$ cat config.mk
export PLATFORM = sky130hd
export DESIGN_NAME = ftc_regs
export DESIGN_NICKNAME = d
export VERILOG_FILES = /design/src/verilog/ftc_pkg.sv /design/src/verilog/ftc_regs.sv
export VERILOG_INCLUDE_DIRS = /design/src /design/src/verilog
export SDC_FILE = /design/constraint.sdc
export NUM_CORES = 1
export LEC_CHECK = 0
export ABC_CLOCK_PERIOD_IN_PS = 1500
export BUFFER_PORTS_ARGS = -buffer_cell sky130_fd_sc_hd__buf_2
export CAP_MARGIN = 15
export CORE_ASPECT_RATIO = 1.4
export CORE_UTILIZATION = 45
export DETAILED_ROUTE_END_ITERATION = 7
export GPL_TIMING_DRIVEN = 0
export PLACE_DENSITY = 0.76
export RECOVER_POWER = 50
export SLEW_MARGIN = 20
export SYNTH_ARGS = -nofsm -noshare
export SYNTH_HDL_FRONTEND = slang
export SYNTH_SLANG_ARGS = --single-unit
$ cat constraint.sdc
create_clock -name CLK -period 1.5 [get_ports CLK]
set_input_delay 0.3 -clock CLK [delete_from_list [all_inputs] [get_ports CLK]]
set_output_delay 0.3 -clock CLK [all_outputs]
set_load 0.005 [all_outputs]
$ cat src/verilog/ftc_defines.svh
// Register offsets, field positions and reset values of the frame and transmitter registers.
`ifndef FTC_DEFINES_SVH
`define FTC_DEFINES_SVH
// ==========================================================================
// Register offsets
`define FTC_ADDR_W 6
`define FTC_OFF_CRC_LOW 6'h0D
`define FTC_OFF_CRC_HIGH 6'h0E
`define FTC_OFF_FRAME_ADJ 6'h0F
`define FTC_OFF_TX_CTRL 6'h11
`define FTC_OFF_CONDUCT 6'h12
// ==========================================================================
// Reset values
`define FTC_RST_FRAME_ADJ 8'h00
`define FTC_RST_TX_CTRL 8'h58
`define FTC_RST_CONDUCT 8'h3F
`define FTC_RST_CRC 8'h00
`define FTC_RST_BYTE 8'h00
// ==========================================================================
// Field positions
`define FTC_RXOFF_HI 6
`define FTC_RXOFF_LO 4
`define FTC_LAST_HI 2
`define FTC_LAST_LO 0
`define FTC_MODSEL_HI 6
`define FTC_MODSEL_LO 5
`define FTC_ANT2_INV 3
`define FTC_ANT2_CW 2
`define FTC_ANT2_RF 1
`define FTC_ANT1_RF 0
`define FTC_COND_HI 5
`define FTC_COND_LO 0
// ==========================================================================
// Small constants
`define FTC_POS_ZERO 3'h0
`define FTC_POS_LAST 3'h7
`define FTC_ALL_BITS 4'h8
`endif

$ cat src/verilog/ftc_pkg.sv
// Types shared by the frame and transmitter register block.
package ftc_pkg;
  // ========================================================================
  // Modulator source encodings
  typedef enum logic [1:0] {
    FTC_MOD_LOW = 2'h0,
    FTC_MOD_HIGH = 2'h1,
    FTC_MOD_ENCODER = 2'h2,
    FTC_MOD_EXTERNAL = 2'h3
  } ftc_mod_sel_t;

  // ========================================================================
  // Host register port request
  typedef struct packed {
    logic wr;
    logic rd;
    logic [5:0] addr;
    logic [7:0] wdata;
  } ftc_host_req_t;

  // ========================================================================
  // Antenna pin group
  typedef struct packed {
    logic antenna_output_one;
    logic antenna_output_two;
    logic modulator_input;
  } ftc_ant_t;

  // ========================================================================
  // Whole block state
  typedef struct packed {
    logic [7:0] crc_low_byte;
    logic [7:0] crc_high_byte;
    logic [7:0] frame_bit_adjust;
    logic [7:0] transmit_pin_control;
    logic [7:0] driver_conductance_reg;
    logic [7:0] rdata;
    logic rvalid;
    logic ext_s1;
    logic ext_s2;
    logic car_s1;
    logic car_s2;
    logic [2:0] rx_pos;
    logic rx_have;
    logic [7:0] rx_acc;
    logic [7:0] fifo_data;
    logic fifo_valid;
    ftc_ant_t ant;
  } ftc_state_t;
endpackage : ftc_pkg

$ cat src/verilog/ftc_regs.sv
// Frame bit adjustment, CRC result and transmitter pin control registers.
`timescale 1ns/1ps
`include "ftc_defines.svh"
// ==========================================================================
// What this block does
// RULE1: CRC low byte readable, valid when done.
// RULE2: CRC high byte readable, undefined for 8-bit.
// RULE3: Receive offset places first bit, then wraps.
// RULE4: Receive offset clears itself after reception.
// RULE5: Last byte bit count, zero sends eight.
// RULE6: Last byte count clears after transmission.
// RULE7: Modulator source low, high, encoder, external.
// RULE8: Invert bit inverts antenna two carrier.
// RULE9: Continuous bit gives unmodulated antenna two carrier.
// RULE10: Antenna two enable: modulated carrier, else fixed.
// RULE11: Antenna one enable: modulated carrier, else fixed.
// RULE12: Six-bit field sets driver conductance.
// RULE13: Host keeps control bit7 zero, bit4 one.
// RULE14: Host keeps conductance bits 7:6 zero.
// RULE15: Host writes to CRC bytes are ignored.
module ftc_regs (
  input wire logic CLK,
  input wire logic RESET_N,
  input ftc_pkg::ftc_host_req_t HOST_REQ,
  output logic [7:0] HOST_RDATA,
  output logic HOST_RVALID,
  input wire logic [15:0] CRC_RESULT,
  input wire logic CRC_LOAD,
  input wire logic RX_START,
  input wire logic RX_BIT_VALID,
  input wire logic RX_BIT,
  input wire logic RX_DONE,
  input wire logic TX_DONE,
  input wire logic ENCODER_BIT,
  input wire logic EXTERNAL_MODULATION_INPUT,
  input wire logic CARRIER_IN,
  output ftc_pkg::ftc_ant_t ANTENNA,
  output logic [5:0] DRIVER_CONDUCTANCE_SETTING,
  output logic [3:0] TX_LAST_BYTE_BITS,
  output logic [7:0] FIFO_WDATA,
  output logic FIFO_WVALID
);
  import ftc_pkg::*;

  // ========================================================================
  // Helpers
  function automatic logic [3:0] bits_to_send(input logic [2:0] cnt);
    bits_to_send = (cnt == `FTC_POS_ZERO) ? `FTC_ALL_BITS : {1'b0, cnt}; // RULE5
  endfunction : bits_to_send

  function automatic logic host_wr_at(input ftc_host_req_t req, input logic [5:0] off);
    host_wr_at = req.wr && (req.addr == off);
  endfunction : host_wr_at

  ftc_state_t st;
  ftc_state_t next_st;
  ftc_mod_sel_t mod_sel;
  logic mod_src;
  logic car2;
  logic [7:0] rx_seen;

  // A byte that has just filled position 7 already sits in the push register, not the assembler.
  assign rx_seen = st.fifo_valid ? st.fifo_data : st.rx_acc;

  assign mod_sel = ftc_mod_sel_t'(st.transmit_pin_control[`FTC_MODSEL_HI:`FTC_MODSEL_LO]);

  // ========================================================================
  // Next state
  always_comb begin
    next_st = st;
    next_st.fifo_valid = 1'b0;
    next_st.rvalid = 1'b0;
    next_st.ext_s1 = EXTERNAL_MODULATION_INPUT;
    next_st.ext_s2 = st.ext_s1;
    next_st.car_s1 = CARRIER_IN;
    next_st.car_s2 = st.car_s1;
    // Only the CRC engine loads the result bytes; host writes never reach them.
    if (CRC_LOAD) begin
      next_st.crc_low_byte = CRC_RESULT[7:0]; // RULE1
      next_st.crc_high_byte = CRC_RESULT[15:8]; // RULE2 RULE15
    end
    // Hardware clears first so that a host write in the same cycle arms the next frame.
    if (RX_DONE) begin
      next_st.frame_bit_adjust[`FTC_RXOFF_HI:`FTC_RXOFF_LO] = `FTC_POS_ZERO; // RULE4
    end
    if (TX_DONE) begin
      next_st.frame_bit_adjust[`FTC_LAST_HI:`FTC_LAST_LO] = `FTC_POS_ZERO; // RULE6
    end
    if (host_wr_at(HOST_REQ, `FTC_OFF_FRAME_ADJ)) begin
      next_st.frame_bit_adjust = HOST_REQ.wdata;
    end
    if (host_wr_at(HOST_REQ, `FTC_OFF_TX_CTRL)) begin
      next_st.transmit_pin_control = HOST_REQ.wdata; // RULE13
    end
    if (host_wr_at(HOST_REQ, `FTC_OFF_CONDUCT)) begin
      next_st.driver_conductance_reg = HOST_REQ.wdata; // RULE14
    end
    if (HOST_REQ.rd) begin
      next_st.rvalid = 1'b1;
      case (HOST_REQ.addr)
        `FTC_OFF_CRC_LOW: next_st.rdata = st.crc_low_byte; // RULE1
        `FTC_OFF_CRC_HIGH: next_st.rdata = st.crc_high_byte; // RULE2
        `FTC_OFF_FRAME_ADJ: next_st.rdata = st.frame_bit_adjust;
        `FTC_OFF_TX_CTRL: next_st.rdata = st.transmit_pin_control;
        `FTC_OFF_CONDUCT: next_st.rdata = st.driver_conductance_reg;
        default: next_st.rdata = `FTC_RST_BYTE;
      endcase
    end
    // Bits below the start offset of the first byte are left at zero.
    if (RX_START) begin
      next_st.rx_pos = st.frame_bit_adjust[`FTC_RXOFF_HI:`FTC_RXOFF_LO]; // RULE3
      next_st.rx_acc = `FTC_RST_BYTE;
      next_st.rx_have = 1'b0;
    end else if (RX_BIT_VALID) begin
      next_st.rx_acc[st.rx_pos] = RX_BIT; // RULE3
      next_st.rx_pos = st.rx_pos + 3'h1;
      next_st.rx_have = 1'b1;
      if (st.rx_pos == `FTC_POS_LAST) begin
        next_st.fifo_data = next_st.rx_acc; // RULE3
        next_st.fifo_valid = 1'b1;
        next_st.rx_acc = `FTC_RST_BYTE;
        next_st.rx_have = 1'b0;
      end
    end else if (RX_DONE && st.rx_have) begin
      next_st.fifo_data = st.rx_acc;
      next_st.fifo_valid = 1'b1;
      next_st.rx_have = 1'b0;
    end
    case (mod_sel)
      FTC_MOD_LOW: mod_src = 1'b0; // RULE7
      FTC_MOD_HIGH: mod_src = 1'b1; // RULE7
      FTC_MOD_ENCODER: mod_src = ENCODER_BIT; // RULE7
      FTC_MOD_EXTERNAL: mod_src = st.ext_s2; // RULE7
      default: mod_src = 1'b0;
    endcase
    next_st.ant.modulator_input = mod_src;
    car2 = st.transmit_pin_control[`FTC_ANT2_INV] ? ~st.car_s2 : st.car_s2; // RULE8
    // A low modulator input blanks antenna one, and antenna two unless the continuous bit is set, giving full-depth keying.
    next_st.ant.antenna_output_one = st.transmit_pin_control[`FTC_ANT1_RF]
      & st.car_s2 & st.ant.modulator_input; // RULE11
    next_st.ant.antenna_output_two = st.transmit_pin_control[`FTC_ANT2_RF]
      & car2 & (st.transmit_pin_control[`FTC_ANT2_CW] | st.ant.modulator_input); // RULE9 RULE10
  end

  // ========================================================================
  // State register
  always_ff @(posedge CLK or negedge RESET_N) begin
    if (!RESET_N) begin
      st <= '0;
      st.frame_bit_adjust <= `FTC_RST_FRAME_ADJ;
      st.transmit_pin_control <= `FTC_RST_TX_CTRL;
      st.driver_conductance_reg <= `FTC_RST_CONDUCT;
      st.crc_low_byte <= `FTC_RST_CRC;
      st.crc_high_byte <= `FTC_RST_CRC;
    end else begin
      st <= next_st;
    end
  end

  assign HOST_RDATA = st.rdata;
  assign HOST_RVALID = st.rvalid;
  assign ANTENNA = st.ant;
  assign DRIVER_CONDUCTANCE_SETTING =
    st.driver_conductance_reg[`FTC_COND_HI:`FTC_COND_LO]; // RULE12
  assign TX_LAST_BYTE_BITS =
    bits_to_send(st.frame_bit_adjust[`FTC_LAST_HI:`FTC_LAST_LO]); // RULE5
  assign FIFO_WDATA = st.fifo_data;
  assign FIFO_WVALID = st.fifo_valid;
endmodule : ftc_regs
# Yosys cells after proc, flatten, opt, wreduce, memory -nomap -nowiden
# Index checks and enable logic that the tools add are counted.
# Widths: inputs -> output; s select.
op_classes:
  bitwise_logic: 7
  n_reduce_logical: 13
  magnitude_cmp: 2
  mux: 20
  eq_ne: 10
  add_sub_neg: 1
op_table:
  columns: ["op", "n"]
  rows:
  - ["$pmux 8 s5", 1]
  - ["$eq 6x4->1 const B", 3]
  - ["$mux 18", 1]
  - ["$mux 9", 2]
  - ["$eq 6x5->1 const B", 2]
  - ["$mux 12", 1]
  - ["$mux 3", 3]
  - ["$bwmux 8", 1]
  - ["$mux 8", 1]
  - ["$reduce_bool 2->1", 4]
  - ["$mux 7", 1]
  - ["$mux 1", 6]
  - ["$logic_and 1x1->1", 5]
  - ["$and 1x1->1", 4]
  - ["$eq 2x2->1 const B", 2]
  - ["$lt 3x4->1 const B", 1]
  - ["$mux 4", 1]
  - ["$pmux 1 s4", 1]
  - ["$add 3x1->3 const B", 1]
  - ["$demux 1 s3", 1]
  - ["$eq 3x3->1 const B", 1]
  - ["$ge 3x1->1 const B", 1]
  - ["$logic_not 3->1", 1]
  - ["$reduce_and 3->1", 1]
  - ["other kinds (6)", 7]
word_totals:
  in_bits: 43
  ff_bits: 77
  wordCells: 74
  output_inout_bits: 31

# Depth between registers and ports, before layout
logic_depth:
  word_depth: 8
  mapped_depth: 7
  ltp_nobuf: 6

# Least setup slack after synthesis
# OpenSTA, ideal clock, no wires.
synth_timing:
  path_kind: "input to register"
  from: "input port HOST_REQ[13] in the netlist's numbering"
  to: "register st (netlist bit mod_sel[0])"
  setup_ps: 125
  arrival_ps: 1592
  path_slack_ps: -217
  stages: 5
  n_path_buf: 1
  t_required_ps: 1375
  cell_sequence: "or4b_4 -> nor2b_4 -> and2_4 -> buf_12 -> mux2_4"
synth_via:
  elab_chain_len: 2
synth_lines:
  columns: ["item", "line_no", "rtl"]
  rows:
  - ["from (decl)", "ftc_regs.sv:24", "input ftc_pkg::ftc_host_req_t HOST_REQ,"]
  - ["$eq 6x5->1", "ftc_regs.sv:52", "host_wr_at = req.wr && (req.addr == off);"]
  - ["$logic_and 1x1->1", "ftc_regs.sv:52", null]
  - ["to (signal assigned)", "ftc_regs.sv:156", "st <= next_st;"]
  - ["to (decl)", "ftc_regs.sv:55", "ftc_state_t st;"]
# No other way between the ends.
# A chain may end at the register's enable or synchronous reset.

# Worst setup path after layout
layout_timing:
  from: "register st[22] in the netlist's numbering"
  to: "register st (netlist bit FIFO_WDATA[4])"
layout_via:
  elab_chain_len: 7
  word_cells_on_any_way: 11
  cone_classes: "2 x order compare; 2 x eq/ne; 5 x mux; 2 x reduce/logical"
layout_lines:
  columns: ["item", "line_no", "rtl"]
  rows:
  - ["$lt 3x4->1 (not written as such) or $ge 3x1->1 (tied branches)", "ftc_regs.sv:115", "next_st.rx_acc[st.rx_pos] = RX_BIT;"]
  - ["$logic_and 1x1->1 (not written as such)", "ftc_regs.sv:115", null]
  - ["$mux 1 (not written as such)", "ftc_regs.sv:115", null]
  - ["$demux 1 s3", "ftc_regs.sv:115", null]
  - ["$bwmux 8", "ftc_regs.sv:115", null]
  - ["$mux 18", "ftc_regs.sv:118", "if (st.rx_pos == `FTC_POS_LAST) begin"]
  - ["$mux 9", "ftc_regs.sv:114", "end else if (RX_BIT_VALID) begin"]
# Several ways; a longest one is shown, not always the timed one. The select of a mux whose other input is x is not followed.

==> results.md <==
* VDD IR max at 828 uV
* Mapped Nets at 362
* All-Layer GR Usage at 20.0%
* Slowest stage cell, crit path: dfrtp_1
* Dpl cell area at around 0.0043 sq mm
* Vias in the first global route at around 2600
* Via density at 5.24
* Initial Util at ~46%
* Synth top area share at a little under half
* Kind of critical path: register to register
* Max incr delay on CP at 0.39 ns
* Hpwl dp at between 5 and 6 mm
* Most frequent cells in the layout: 68 x dfrtp_1, 66 x buf_2, 32 x buf_4, 24 x mux2_2, 20 x nand2_1
* Multi-input gate area at approximately 0.0016 sq mm
* RSZ-0062 raised after global routing: true
* Min-delay worst type: input port to register
* P_int at 4.49 mW
* Full die area at 0.00872 sq mm
* Largest fanout on the critical path at 9
* Syn avg cell area at ~12 sq um
* Startpoint Class: register
* Period utilisation layout at approximately 99%
* Die X-Extent at about 79 um
* DP Worst Slack at -0.440 ns
* DR pass1 iterations at 4
* Slew headroom at between 50% and 60%
* Total Routed Length at 8.28 mm
* Worst EP required at 1.71 ns
* Vert. Die Dim at roughly 110 um
* Sequential Power Share at approximately two fifths
* Skew-Pair Late Insertion Delay at 0.33 ns
* CTS tree: done
* Core Box Area at roughly 0.0081 sq mm
* Final core utilization at between 50% and 60%
* ANT nets after route at 0
* Post-Route Skew at 0.00653 ns
* # rows at 39
* Max-slew violations at 0
* Setup TNS at 0 ns
* Final WS setup at 0.0103 ns
* Final Hold Viols at 0
* Final Critical Period at about 1.5 ns
* Design area at 0.00477 sq mm
* Leak pwr at about 2.3 nW
* H-tree depth at 3
* Synth Register Bits at 77
* First-pass GRT wire length at between 10 and 15 mm
* Ant. Diodes at 0
* Port buffer count at 71
* Seq/Total Area, Yosys at between 50% and 60%
* Via Count at ~2700
* FILL cells at 686
* Combinational power share at about an eighth
* CTS Buf Count at 9
* Psw at ~1.2 mW
* Slew @ Worst Pin at roughly 0.61 ns
* Crit-path cells: buf_6 > nor3b_2 > mux2_2 > a22oi_1 > nand2_1
* Reg area at slightly below 0.002 sq mm
* Hold WS at roughly 0.074 ns
* Crit end category: register
* Yosys top cell by area: dfrtp_1
* Nets@finish at approximately 450
* Largest net degree at the start of global routing at 45
* Fmax at approximately 670 MHz
* # Max-Cap Violations at 0
* Clk slew on worst S/H paths at approximately 0.060 ns
* Crit path DAT at around 1.7 ns
* Io pins at 74
* Root Buffer: clkbuf_16
* Overflow after GRT at 0
* Synth area leaders: dfrtp_1 45%, mux2_2 7.8%, mux2_4 6.4%
* Cell area after synthesis at roughly 0.0038 sq mm
* Clk pwr share at 46.6%
* Post-synth cell types at 36
* Finish-stage setup viols at 0
* Switching portion of total power at 21.2%
* P&R area growth vs syn at 27.0%
* GPL Wtd Cong at around 0.84
* Initial antenna violation count at 0
* Power density over the cells at 1200 mW/mm^2
* Mapped Cells at about 320
* CTS Buffer Depth at 2
* DR DRC count at 0
* Outcome: complete, no violations
* Layout cell share with drive strength beyond 1 at between 40 and 50%
* Mean routed wirelength per cell at 16.1 um
* Commonest non-fill, non-tap cell in the layout: dfrtp_1
* CTS Sinks at 77
* Synth warn at 0
* Drt initial violations at between 60 and 70
[per-layer routing]
metal  GRT usage, %  vias up  wire [um]
li1               -     1272          -
met1           23.9     1318       3320
met2           33.7       82       4330
met3           4.69       16        365
met4           10.3        0        259
met5              0        -          0
[power groups by stage]
| stage | Combinational (mW) | Sequential, mW | Clock (mW) |
|---|---|---|---|
| 3_3_place_gp | 0.598 | 2.40 | 0 |
| 5_1_grt | 0.737 | 2.39 | 2.81 |
| 3_5_place_dp | 0.623 | 2.41 | 0 |
| 4_1_cts | 0.641 | 2.37 | 2.71 |
| 6_report | 0.668 | 2.37 | 2.66 |
| 2_1_floorplan | 0.399 | 2.37 | 0 |
[registers in the layout (all words and copies together), names as in the netlist]
| name | flops |
|---|---|
| FIFO_WDATA | 8 |
| mod_sel | 2 |
| DRIVER_CONDUCTANCE_SETTING | 6 |
| HOST_RDATA | 8 |
| FIFO_WVALID | 1 |
| ANTENNA | 3 |
| st | 46 |
| HOST_RVALID | 1 |
| next_st | 2 |
[worst paths after layout]
| path | from | slack (ns) | endpoint | cells past startpoint |
|---|---|---|---|---|
| max in group asynchronous | RESET_N | 0.19 | DRIVER_CONDUCTANCE_SETTING[1] | 3 |
| worst max register to register | st[22] | 0.01 | FIFO_WDATA[4] | 5 |
| min in group asynchronous | RESET_N | 0.55 | FIFO_WDATA[3] | 2 |
| worst min-delay path | CARRIER_IN | 0.07 | next_st[24] | 1 |
| worst min register to register | next_st[26] | 0.36 | st[26] | 0 |
| worst max-delay path | st[22] | 0.01 | FIFO_WDATA[4] | 5 |
[layout make-up]
type                    count  share of cell area, %
clock inverters             6                   2.81
plain buffers              42                   6.41
clock buffers              10                   5.01
inverters                   8                  0.630
flip-flops and latches     77                   40.7
well taps                 102                   2.68
multi-input cells         189                   32.7
repair buffers             79                   9.11
[cells by family (layout without fill, tap and decap cells)]
group / count (synthesis) / in the layout / share of synthesized area [%]
adder cells (fa/ha/maj): 2 / 2 / 0.667
flip-flops: 77 / 77 / 51.6
AND/OR/NAND/NOR: 74 / 74 / 11.2
AO/OA/AOI/OAI: 58 / 59 / 10.3
multiplexers: 52 / 52 / 16.9
XOR/XNOR: 2 / 2 / 0.467
buffers and inverters: 52 / 145 / 8.87
[critical path, delay by kind of cell (launching register included)]
kind	cells	cell delay (ns)
compound gates	1	0.20
buf+inv	1	0.15
simple gates	2	0.26
flops	1	0.39
mux	1	0.37
[cells in the mapped netlist]
library cell,number
a22oi_1,16
nand2_1,21
a21o_1,1
dfrtp_1,68
mux2_4,16
nand3b_1,10
clkbuf_1,15
o22a_1,5
nor2b_1,10
ha_1,2
nor2b_4,2
and3_1,1
xnor2_1,2
and4bb_2,1
o2bb2ai_1,5
mux2_2,26
a21oi_1,9
inv_1,8
buf_12,2
and2_0,1
buf_8,1
nor2_1,16
nand4_1,1
a2bb2oi_1,3
buf_1,1
nand3_1,1
nor2b_2,1
and2_4,2
dfstp_2,9
mux2i_1,10
buf_4,25
a31oi_1,4
nor3_1,2
nor3b_1,4
o21ai_0,15
or4b_4,1
[stage by stage]
stage	total power, mW	std cells
2_1_floorplan	2.77	317
3_5_place_dp	3.03	491
5_1_grt	5.93	513
6_report	5.70	513
3_3_place_gp	3.00	490
4_1_cts	5.73	509
[timing repair]
item,4_1_cts,5_1_grt
setup buffers,3,3
pin swaps,2,3
setup endpoints to repair,31,24
resized for setup,10,23
gates cloned,0,1
hold buffers,1,0
endpoints found under the hold margin,41,0
Power figures use the tool's default switching activity.
